--- config.mk ---
export PLATFORM = sky130hd
export DESIGN_NAME = fb_master
export DESIGN_NICKNAME = d
export VERILOG_FILES = /design/src/rtl/fb_pkg.sv /design/src/rtl/fb_indicator.sv /design/src/rtl/fb_master.sv
export SDC_FILE = /design/constraint.sdc
export NUM_CORES = 1
export LEC_CHECK = 0
export BUFFER_PORTS_ARGS = -buffer_cell sky130_fd_sc_hd__buf_2
export CORE_MARGIN = 2
export CORE_UTILIZATION = 45
export DETAILED_ROUTE_END_ITERATION = 6
export GPL_TIMING_DRIVEN = 0
export MAX_ROUTING_LAYER = met4
export PLACE_DENSITY = 0.7
export SYNTH_ARGS = -nofsm -noshare
export SYNTH_HDL_FRONTEND = slang
export SYNTH_HIERARCHICAL = 1
export SYNTH_SLANG_ARGS = --single-unit
--- constraint.sdc ---
create_clock -name aclk -period 4.2 [get_ports aclk]
set_clock_uncertainty 0.1 [all_clocks]
set_input_delay 0.42 -clock aclk [delete_from_list [all_inputs] [get_ports aclk]]
set_output_delay 0.42 -clock aclk [all_outputs]
set_load 0.02 [all_outputs]
--- src/rtl/fb_pkg.sv ---
// Constants and types of the fieldbus master
//
// How it works
// - Run indicator: off in init/firmware load, single flash preop, flashing safeop, on in op
// - Fault lamp off all exchanging, flashing if some fail, on in stop
// - Cpu lamp on for error, single flash while starting
// - Missing or faulty reply resends telegram up to retry ceiling
// - Faulty reply resends at once; missing reply waits slot time
// - Defaults: slot time 1000 bit periods, retry ceiling 4
// - Link state code 0x02 on timeout, 0x0b on faulty reply
// - Dropped slave answering wrongly: no repeat, next telegram
// - Drop-on-fault leaves polling until reconnected by at least 7 telegrams
// - Hold-until-watchdog: retry next cycle, no repeats, drop on watchdog expiry or on a good answer while connected
// - Failure zeroes or keeps inputs; link state code always nonzero
// - Faulty answer always zeroes a connected slave's input data
// - Dropped connection restored automatically or on host command
// - Dropping a connection does nothing more or forces stop
// - Auto-clear holds Clear while a selected slave has nonzero state
// - Force-stop slave failure beats auto-clear
// - Cycle tally increments after every completed cycle
package fb_pkg;

  // ********************************************************************
  // Constants
  // ********************************************************************
  localparam int          CLK_HZ          = 25_000_000;
  localparam int          NSLV            = 8;
  localparam int          SLOT_BITS_DEF   = 1000;
  localparam logic [3:0]  RETRY_DEF       = 4'h4;
  localparam logic [7:0]  ST_OK           = 8'h00;
  localparam logic [7:0]  ST_TIMEOUT      = 8'h02;
  localparam logic [7:0]  ST_FAULTY       = 8'h0b;
  localparam logic [7:0]  ST_NOCONN       = 8'h80;
  localparam int          REEST_TELEGRAMS = 7;
  localparam int          WD_MS_DEF       = 200;
  localparam int          FLASH_MS        = 200;
  localparam int          FLASH_CYC       = CLK_HZ / 1000 * FLASH_MS;

  // Register addresses
  localparam logic [7:0]  A_CTRL   = 8'h00;
  localparam logic [7:0]  A_SLOT   = 8'h04;
  localparam logic [7:0]  A_POL    = 8'h08;
  localparam logic [7:0]  A_WD     = 8'h0c;
  localparam logic [7:0]  A_RECON  = 8'h10;
  localparam logic [7:0]  A_STAT   = 8'h14;
  localparam logic [7:0]  A_TALLY  = 8'h18;
  localparam logic [7:0]  A_STATE0 = 8'h20;
  localparam logic [7:0]  A_STATE1 = 8'h24;

  typedef enum logic [3:0] {
    ESM_INIT = 4'h1, ESM_PREOP = 4'h2, ESM_SAFEOP = 4'h4, ESM_OP = 4'h8
  } esm_t;

  typedef enum logic [2:0] {
    IND_OFF = 3'h0, IND_ON = 3'h1, IND_FLASH = 3'h2, IND_SINGLE = 3'h3
  } ind_mode_t;

  typedef struct packed {
    logic       valid;
    logic       timeout;
    logic       faulty;
  } reply_t;

  typedef struct packed {
    logic                 go;
    logic [2:0]           slave;
    logic                 connect;
  } tx_req_t;

endpackage : fb_pkg

--- src/rtl/fb_indicator.sv ---
// Flash pattern for one status lamp
`timescale 1ns/1ps
module fb_indicator (
  input  wire logic            aclk,     // System clock
  input  wire logic            aresetn,  // Sync reset, active low
  input  wire logic            tick,     // Flash phase enable
  input  wire fb_pkg::ind_mode_t mode,   // Pattern to show
  output logic                 lamp      // Lamp drive
);
  logic [2:0] phase_r;
  logic       lamp_nxt;

  always_comb begin
    unique case (mode)
      fb_pkg::IND_ON:     lamp_nxt = 1'b1;
      fb_pkg::IND_FLASH:  lamp_nxt = phase_r[0];
      fb_pkg::IND_SINGLE: lamp_nxt = (phase_r == 3'h0);
      default:            lamp_nxt = 1'b0;
    endcase
  end

  always_ff @(posedge aclk) begin
    if (!aresetn) begin
      phase_r <= 3'h0;
      lamp    <= 1'b0;
    end else begin
      if (tick) phase_r <= phase_r + 3'h1;
      lamp <= lamp_nxt;
    end
  end
endmodule : fb_indicator

--- src/rtl/fb_master.sv ---
// Fieldbus master fault handling and register slave
//
// The implementer's own choices: register access over AXI4-Lite and the register offsets.
`timescale 1ns/1ps
module fb_master #(
  parameter int SLOT_BITS = fb_pkg::SLOT_BITS_DEF,   // Slot time in bit periods
  parameter int BIT_CYC   = 1,                        // Clock cycles per bit period
  parameter int WD_CYC    = fb_pkg::CLK_HZ / 1000 * fb_pkg::WD_MS_DEF, // Watchdog cycles
  parameter int FLASH_CYC = fb_pkg::FLASH_CYC         // Flash phase length
) (
  input  wire logic          aclk,            // Clock
  input  wire logic          aresetn,         // Reset, active low
  input  wire logic [7:0]    s_axi_awaddr,    // Write address
  input  wire logic          s_axi_awvalid,   // Write address valid
  output logic               s_axi_awready,   // Write address ready
  input  wire logic [31:0]   s_axi_wdata,     // Write data
  input  wire logic [3:0]    s_axi_wstrb,     // Write strobes
  input  wire logic          s_axi_wvalid,    // Write data valid
  output logic               s_axi_wready,    // Write data ready
  output logic [1:0]         s_axi_bresp,     // Write response
  output logic               s_axi_bvalid,    // Write response valid
  input  wire logic          s_axi_bready,    // Write response ready
  input  wire logic [7:0]    s_axi_araddr,    // Read address
  input  wire logic          s_axi_arvalid,   // Read address valid
  output logic               s_axi_arready,   // Read address ready
  output logic [31:0]        s_axi_rdata,     // Read data
  output logic [1:0]         s_axi_rresp,     // Read response
  output logic               s_axi_rvalid,    // Read data valid
  input  wire logic          s_axi_rready,    // Read ready
  input  wire fb_pkg::esm_t  net_state,       // Host network state
  input  wire logic          cpu_err,         // Processor error
  input  wire logic          cpu_boot,        // Processor starting
  output fb_pkg::tx_req_t    tx_req,          // Telegram request pulse
  input  wire fb_pkg::reply_t rx_reply,       // Reply outcome pulse
  input  wire logic [31:0]   rx_data,         // Received input data
  output logic [31:0]        in_data,         // Input data
  output logic [2:0]         in_slave,        // Slave for in_data
  output logic               in_valid,        // in_data strobe
  output logic               clear_mode,      // Master in Clear
  output logic               stop_mode,       // Master in STOP
  output logic               run_led,         // Run indicator
  output logic               bus_fault_indicator, // Bus fault indicator
  output logic               cpu_err_led      // Processor error indicator
);
  localparam int N = fb_pkg::NSLV;

  // ********************************************************************
  // Registers
  // ********************************************************************
  logic [31:0] ctrl_r;      // [3:0] retry, [4] auto-clear, [5] all slaves, [6] enable
  logic [31:0] pol_r;       // per slave: [n] hold_until_watchdog, [8+n] keep inputs,
                            // [16+n] manual restart, [24+n] force stop
  logic [7:0]  mc_r;        // motion-control slave mask in ctrl_r[15:8]
  logic [15:0] slot_r;
  logic [31:0] tally_r;
  logic [7:0]  slave_link_state [N];
  logic [7:0]  recon_req_r;
  logic        stop_r;

  wire [3:0] retry_max = ctrl_r[3:0];
  wire       auto_clr  = ctrl_r[4];
  wire       clr_all   = ctrl_r[5];
  wire       poll_en   = ctrl_r[6];

  // ********************************************************************
  // AXI4-Lite slave
  // ********************************************************************
  logic       aw_have_r, w_have_r;
  logic [7:0] aw_addr_r;
  logic [31:0] w_data_r;
  wire        wr_go = aw_have_r && w_have_r && !s_axi_bvalid;
  wire        aw_ok = s_axi_awvalid && s_axi_awready;
  wire        w_ok  = s_axi_wvalid && s_axi_wready;
  wire        ar_ok = s_axi_arvalid && s_axi_arready;

  function automatic logic [31:0] rd_mux(input logic [7:0] a);
    logic [31:0] v;
    v = 32'h0;
    unique case (a)
      fb_pkg::A_CTRL:   v = ctrl_r;
      fb_pkg::A_SLOT:   v = {16'h0, slot_r};
      fb_pkg::A_POL:    v = pol_r;
      fb_pkg::A_STAT:   v = {29'h0, cpu_err, stop_r, clear_mode};
      fb_pkg::A_TALLY:  v = tally_r;
      fb_pkg::A_STATE0: v = {slave_link_state[3], slave_link_state[2],
                             slave_link_state[1], slave_link_state[0]};
      fb_pkg::A_STATE1: v = {slave_link_state[7], slave_link_state[6],
                             slave_link_state[5], slave_link_state[4]};
      default:          v = 32'h0;
    endcase
    return v;
  endfunction : rd_mux

  function automatic logic known(input logic [7:0] a);
    return (a == fb_pkg::A_CTRL) || (a == fb_pkg::A_SLOT) || (a == fb_pkg::A_POL) ||
           (a == fb_pkg::A_RECON) || (a == fb_pkg::A_STAT) || (a == fb_pkg::A_TALLY) ||
           (a == fb_pkg::A_STATE0) || (a == fb_pkg::A_STATE1);
  endfunction : known

  always_ff @(posedge aclk) begin
    if (!aresetn) begin
      aw_have_r <= 1'b0;  w_have_r <= 1'b0;
      aw_addr_r <= 8'h00; w_data_r <= 32'h0;
      s_axi_awready <= 1'b0; s_axi_wready <= 1'b0; s_axi_arready <= 1'b0;
      s_axi_bvalid <= 1'b0; s_axi_bresp <= 2'h0;
      s_axi_rvalid <= 1'b0; s_axi_rresp <= 2'h0; s_axi_rdata <= 32'h0;
    end else begin
      s_axi_awready <= !aw_have_r && !aw_ok;
      s_axi_wready  <= !w_have_r && !w_ok;
      if (aw_ok) begin aw_have_r <= 1'b1; aw_addr_r <= s_axi_awaddr; end
      if (w_ok)  begin w_have_r <= 1'b1;  w_data_r <= s_axi_wdata; end
      if (wr_go) begin
        aw_have_r <= 1'b0; w_have_r <= 1'b0;
        s_axi_bvalid <= 1'b1;
        s_axi_bresp  <= known(aw_addr_r) ? 2'h0 : 2'h2;
      end else if (s_axi_bready) s_axi_bvalid <= 1'b0;
      s_axi_arready <= !s_axi_rvalid && !ar_ok;
      if (ar_ok) begin
        s_axi_rvalid <= 1'b1;
        s_axi_rdata  <= rd_mux(s_axi_araddr);
        s_axi_rresp  <= known(s_axi_araddr) ? 2'h0 : 2'h2;
      end else if (s_axi_rready) s_axi_rvalid <= 1'b0;
    end
  end

  wire wr_ctrl  = wr_go && aw_addr_r == fb_pkg::A_CTRL;
  wire wr_slot  = wr_go && aw_addr_r == fb_pkg::A_SLOT;
  wire wr_pol   = wr_go && aw_addr_r == fb_pkg::A_POL;
  wire wr_recon = wr_go && aw_addr_r == fb_pkg::A_RECON;

  always_ff @(posedge aclk) begin
    if (!aresetn) begin
      // default retry ceiling and slot time
      ctrl_r <= {24'h0, 4'h0, fb_pkg::RETRY_DEF};
      slot_r <= 16'(SLOT_BITS);
      pol_r  <= 32'h0;
    end else begin
      if (wr_ctrl && s_axi_wstrb[0]) ctrl_r[7:0]  <= w_data_r[7:0];
      if (wr_ctrl && s_axi_wstrb[1]) ctrl_r[15:8] <= w_data_r[15:8];
      if (wr_slot) slot_r <= w_data_r[15:0];
      if (wr_pol)  pol_r  <= w_data_r;
    end
  end
  assign mc_r = ctrl_r[15:8];

  // ********************************************************************
  // Polling engine
  // ********************************************************************
  typedef enum logic [3:0] {
    P_IDLE = 4'h1, P_SEND = 4'h2, P_WAIT = 4'h4, P_NEXT = 4'h8
  } poll_t;
  poll_t       ps_r;
  logic [2:0]  cur_r;
  logic [3:0]  tries_r;
  logic [31:0] tmo_r;
  logic [2:0]  reest_r [N];
  logic [31:0] wd_r [N];
  logic [7:0]  conn_r, inpoll_r;

  wire        cur_conn  = conn_r[cur_r];
  wire        cur_hold  = pol_r[cur_r];
  wire        cur_keep  = pol_r[8 + cur_r];
  wire        cur_man   = pol_r[16 + cur_r];
  wire        cur_stop  = pol_r[24 + cur_r];
  wire [31:0] slot_cyc  = 32'(slot_r) * 32'(BIT_CYC);
  wire        tmo_hit   = (ps_r == P_WAIT) && (tmo_r == 32'h1) && !rx_reply.valid;
  wire        bad_ans   = (ps_r == P_WAIT) && rx_reply.valid && rx_reply.faulty;
  wire        good_ans  = (ps_r == P_WAIT) && rx_reply.valid && !rx_reply.faulty;
  wire        fail_ev   = tmo_hit || bad_ans;
  wire        may_retry = cur_conn && !cur_hold && (tries_r < retry_max);
  wire        last_slv  = (cur_r == 3'(N - 1));
  wire        drop_now  = fail_ev && cur_conn && !may_retry && !cur_hold;
  wire        wd_drop   = cur_conn && cur_hold && (wd_r[cur_r] == 32'h0);

  always_ff @(posedge aclk) begin
    if (!aresetn) begin
      ps_r <= P_IDLE; cur_r <= 3'h0; tries_r <= 4'h0; tmo_r <= 32'h0;
      tally_r <= 32'h0; stop_r <= 1'b0; conn_r <= 8'h00; inpoll_r <= 8'hff;
      tx_req <= '0; in_valid <= 1'b0; in_data <= 32'h0; in_slave <= 3'h0;
      recon_req_r <= 8'h00;
      for (int i = 0; i < N; i++) begin
        slave_link_state[i] <= fb_pkg::ST_NOCONN;
        reest_r[i] <= 3'h0;
        wd_r[i] <= 32'h0;
      end
    end else begin
      tx_req.go <= 1'b0;
      in_valid  <= 1'b0;
      if (wr_recon) recon_req_r <= recon_req_r | w_data_r[7:0];
      unique case (ps_r)
        P_IDLE: if (poll_en && !stop_r) begin
          cur_r <= 3'h0; tries_r <= 4'h0; ps_r <= P_SEND;
        end
        P_SEND: begin
          if (!inpoll_r[cur_r] || stop_r) ps_r <= P_NEXT;
          else begin
            tx_req <= '{go: 1'b1, slave: cur_r, connect: !cur_conn};
            tmo_r  <= slot_cyc;
            ps_r   <= P_WAIT;
          end
        end
        P_WAIT: begin
          if (tmo_r != 32'h0) tmo_r <= tmo_r - 32'h1;
          if (good_ans) begin
            if (cur_conn) begin
              slave_link_state[cur_r] <= fb_pkg::ST_OK;
              wd_r[cur_r] <= 32'(WD_CYC);
              in_data <= rx_data; in_slave <= cur_r; in_valid <= 1'b1;
            end else if (reest_r[cur_r] == 3'(fb_pkg::REEST_TELEGRAMS - 1)) begin
              conn_r[cur_r] <= 1'b1; reest_r[cur_r] <= 3'h0;
              slave_link_state[cur_r] <= fb_pkg::ST_OK;
              wd_r[cur_r] <= 32'(WD_CYC);
            end else reest_r[cur_r] <= reest_r[cur_r] + 3'h1;
            ps_r <= P_NEXT;
          end else if (fail_ev) begin
            if (cur_conn)
              slave_link_state[cur_r] <= tmo_hit ? fb_pkg::ST_TIMEOUT : fb_pkg::ST_FAULTY;
            if (cur_conn && (bad_ans || !cur_keep)) begin
              in_data <= 32'h0; in_slave <= cur_r; in_valid <= 1'b1;
            end
            if (!cur_conn) reest_r[cur_r] <= 3'h0;
            if (may_retry) begin
              tries_r <= tries_r + 4'h1; ps_r <= P_SEND;
            end else ps_r <= P_NEXT;
            if (drop_now) begin
              conn_r[cur_r] <= 1'b0; inpoll_r[cur_r] <= 1'b0;
              if (cur_stop) stop_r <= 1'b1;
            end
          end
        end
        P_NEXT: begin
          tries_r <= 4'h0;
          if (last_slv) begin
            tally_r <= tally_r + 32'h1;
            ps_r <= P_IDLE;
          end else begin
            cur_r <= cur_r + 3'h1; ps_r <= P_SEND;
          end
        end
        default: ps_r <= P_IDLE;
      endcase
      for (int i = 0; i < N; i++) begin
        if (wd_r[i] != 32'h0 && !(good_ans && cur_r == 3'(i))) wd_r[i] <= wd_r[i] - 32'h1;
        else if (conn_r[i] && pol_r[i]) begin
          conn_r[i] <= 1'b0; inpoll_r[i] <= 1'b0;
          if (pol_r[24 + i]) stop_r <= 1'b1;
        end
        if (!inpoll_r[i] && !stop_r && (!pol_r[16 + i] || recon_req_r[i])) begin
          inpoll_r[i] <= 1'b1; recon_req_r[i] <= 1'b0;
        end
      end
      if (stop_r) begin
        conn_r <= 8'h00;
        for (int i = 0; i < N; i++) slave_link_state[i] <= fb_pkg::ST_NOCONN;
        if (wr_ctrl && w_data_r[7]) stop_r <= 1'b0;
      end
    end
  end

  // ********************************************************************
  // Clear state and indicators
  // ********************************************************************
  logic [7:0] bad_vec, clr_vec;
  for (genvar g = 0; g < N; g++) begin : g_bad
    assign bad_vec[g] = (slave_link_state[g] != fb_pkg::ST_OK);
    assign clr_vec[g] = bad_vec[g] && (clr_all || mc_r[g]);
  end

  logic tick_r;
  logic [31:0] fcnt_r;
  fb_pkg::ind_mode_t run_mode, bf_mode, cpu_mode;
  assign run_mode = (net_state == fb_pkg::ESM_OP)     ? fb_pkg::IND_ON :
                    (net_state == fb_pkg::ESM_SAFEOP) ? fb_pkg::IND_FLASH :
                    (net_state == fb_pkg::ESM_PREOP)  ? fb_pkg::IND_SINGLE : fb_pkg::IND_OFF;
  assign bf_mode  = stop_r ? fb_pkg::IND_ON : (|bad_vec) ? fb_pkg::IND_FLASH : fb_pkg::IND_OFF;
  assign cpu_mode = cpu_err ? fb_pkg::IND_ON : cpu_boot ? fb_pkg::IND_SINGLE : fb_pkg::IND_OFF;

  always_ff @(posedge aclk) begin
    if (!aresetn) begin
      fcnt_r <= 32'h0; tick_r <= 1'b0; clear_mode <= 1'b1; stop_mode <= 1'b0;
    end else begin
      tick_r <= (fcnt_r == 32'(FLASH_CYC - 1));
      fcnt_r <= (fcnt_r == 32'(FLASH_CYC - 1)) ? 32'h0 : fcnt_r + 32'h1;
      clear_mode <= !stop_r && auto_clr && (|clr_vec);
      stop_mode  <= stop_r;
    end
  end

  fb_indicator u_run (.aclk(aclk), .aresetn(aresetn), .tick(tick_r), .mode(run_mode), .lamp(run_led));
  fb_indicator u_bf  (.aclk(aclk), .aresetn(aresetn), .tick(tick_r), .mode(bf_mode),
                      .lamp(bus_fault_indicator));
  fb_indicator u_cpu (.aclk(aclk), .aresetn(aresetn), .tick(tick_r), .mode(cpu_mode), .lamp(cpu_err_led));

endmodule : fb_master

==> metrics <==
initial antenna violation count 1; Crit Path Class flip-flop to flip-flop; top cells by area, synth dfxtp_1 (41%), nor2_1 (5.5%), xnor2_1 (4.2%); Post-DRT Antenna Nets 0; largest family of logic cells by synthesized area simple AND/OR/NAND/NOR gates; via density per instance 5.785; first-pass GRT wire length 140000 um; most frequent cells in the layout dfxtp_1 (600), nor2_1 (427), nand2_1 (306); Clock Latency Late Sink 0.62 ns; Vias 26660; clock root buffer clkbuf_16; total chip power 0.01964 W; reg2reg setup slack 0.22 ns; Max Cap Violations 0; Worst VDD drop 0.3218 mV; global placer's final weighted congestion 0.9831; initial drt markers 2588; compound-cell area share of the yosys netlist 0.1371; crit-path max FO 10; GRT Util Overall 0.2699; Synth Area in Simple Gates 0.2589; clock buffer depth 3; fmax 251.1 MHz; Yosys top cell by area dfxtp_1; RSZ-0062 raised after global routing no; WP data arrival 4.34 ns; setup tns final 0 ns; proportion of layout cells with a drive suffix above 1 0.09912; Synth top area share 0.4101; nets 3832; worst path cell trace clkbuf_1 > mux4_2 > mux2_2 > ha_1 > nor2b_1 > o21ai_2 > buf_2 > buf_2 > buf_1 > o22ai_1; Post-synth EDFFs 40; total global routing overflow 0; DP HPWL 64500 um; Setup Viol. Count Final 0; final hold violation count 0; Die ar. 67150 um^2; fin util 0.5364; Syn Std Cell Area 29290 um^2; clk slew on worst S/H paths 0.06 ns; H-tree depth 3; commonest non-fill, non-tap cell in the layout dfxtp_1; final period utilization 0.9483; Cells after Synth 3367; Worst slew margin 0.05535; synthesized area per cell 8.700 um^2; Synth Flop Type dfxtp_1; # IOs 187; WL per Instance 19.55 um; Cells after DPL 4405; sequential share of the synthesized area 0.4511; largest net degree at the start of global routing 15; area grow syn2layout 17.84%; Post-Place Setup Slack -0.4177 ns; most used cell along the critical path buf_2; vias in the first global route 25000; post-CTS setup buffers 0; P per Cell Area 569.0 nW/um^2; worst path required time 4.56 ns; total wire length 90110 um; Post-route DRC 0; Startpoint Class flip-flop; port bufs 179; Hold Path Class input port to flip-flop; status completed; Ys Warns 6; CTS tree done; Num Clock Sinks 640; CORE AREA 64350 um^2; flops & latches, synth 640; overall die height 259.1 um; worst setup margin 0.2170 ns; Synth Area in Adders 0.01580; Critical Path End Type flip-flop; drt pass-1 iters 7; unique cell type count in the Yosys netlist 83; final cell count without fillers 4609; max incr delay on CP 0.58 ns; Max Slew Vio Count 0; Post-Synth XOR/XNOR Area 0.08432; Initial Util 0.4552; min Tclk post-route 3.983 ns; critical path's slowest cell mux4_2; Die Span X 259.1 um; async set-reset flop share out of synthesis 0; Leak Pwr 13.10 nW; FP Rows 93; total CTS buffers 70; slew at the pin closest to its max-slew limit 1.406 ns; multiplexer area fraction after synthesis 0.01815
per-stage QoR:
step                instance area [um^2]  hold WS [ns]
floorplan                          29310        0.3129
global placement                   31270        0.3277
detailed placement                 31270        0.3372
CTS                                34510     0.0006007
global route                       34520       0.04923
finish                             34520       0.03713
area by class of cell:
cell class	count	area [um^2]
fillers	5803	29830
multi-input cells	2478	15090
flip-flops and latches	640	13210
clock buffers	101	2116
repair buffers	253	1637
well taps	855	1070
plain buffers	199	813.3
clock inverters	29	376.6
inverters	53	198.9
diodes	1	2.502
final timing paths:
kind / start / to / cells past startpoint
max: flip-flop / wd_r[6][8] / 10
min: s_axi_wdata[18] / w_data_r[18] / 3
max reg2reg: flip-flop / wd_r[6][8] / 10
min reg2reg: fcnt_r[0] / fcnt_r[0] / 1
cells in the mapped netlist (all sizes together) (21+ instances only):
cell,count
mux2i,34
xor2,141
nor4,105
o31ai,36
a22o,40
o21ai,76
nand2b,41
nand4,69
a21o,34
or2,21
nand2,306
and3,30
a222oi,23
or3,63
xnor2,141
inv,53
ha,37
dfxtp,600
or4,63
nand3,125
edfxtp,40
nor2,427
buf,37
nor3,112
a21oi,207
o22ai,59
clkbuf,163
and2,24
nor2b,21
routing by layer:
layer / global-route usage / routed length, um / vias up
met3: 0.04267 / 6066 / 247
met4: 0.1587 / 5518 / 0
met1: 0.3296 / 37660 / 12630
li1: - / - / 12790
met2: 0.4225 / 40870 / 997
met5: - / 0 / -
repair_timing:
item / in CTS / in global routing
setup endpoints to repair: 119 / 52
resized for setup: 4 / 4
cloned: 0 / 0
hold endpoints to repair: 74 / 0
hold buffers: 74 / 0
registers in the layout, indices dropped and copies added, names as in the netlist, 32 cells and up, named ones only:
signal       flops
w_data_r        32
tmo_r           32
wd_r           256
in_data         32
pol_r           32
s_axi_rdata     32
fcnt_r          32
tally_r         32
critical path: cells and delay by family (launching register included):
kind                     cells  cell delay, ns
adder cells (fa/ha/maj)      1            0.20
AND/OR/NAND/NOR              1            0.17
multiplexers                 2            0.87
flip-flops                   1            0.31
buffers and inverters        4            1.63
AO/OA/AOI/OAI                2            0.53
power breakdown:
part,switching (W),internal [W],total (W)
sequential,0.000656,0.00686,0.00752
combinational,0.00321,0.00231,0.00551
clock,0.00260,0.00402,0.00661
cell families after synthesis:
family	Yosys count
and+or+nand+nor	1501
adders and majority gates	37
DFF	640
other	1
AOI/OAI and AO/OA	610
xor gates and xnor gates	282
buffers and inverters	253
muxes	43
No activity file was read; power rests on OpenSTA's default activity.
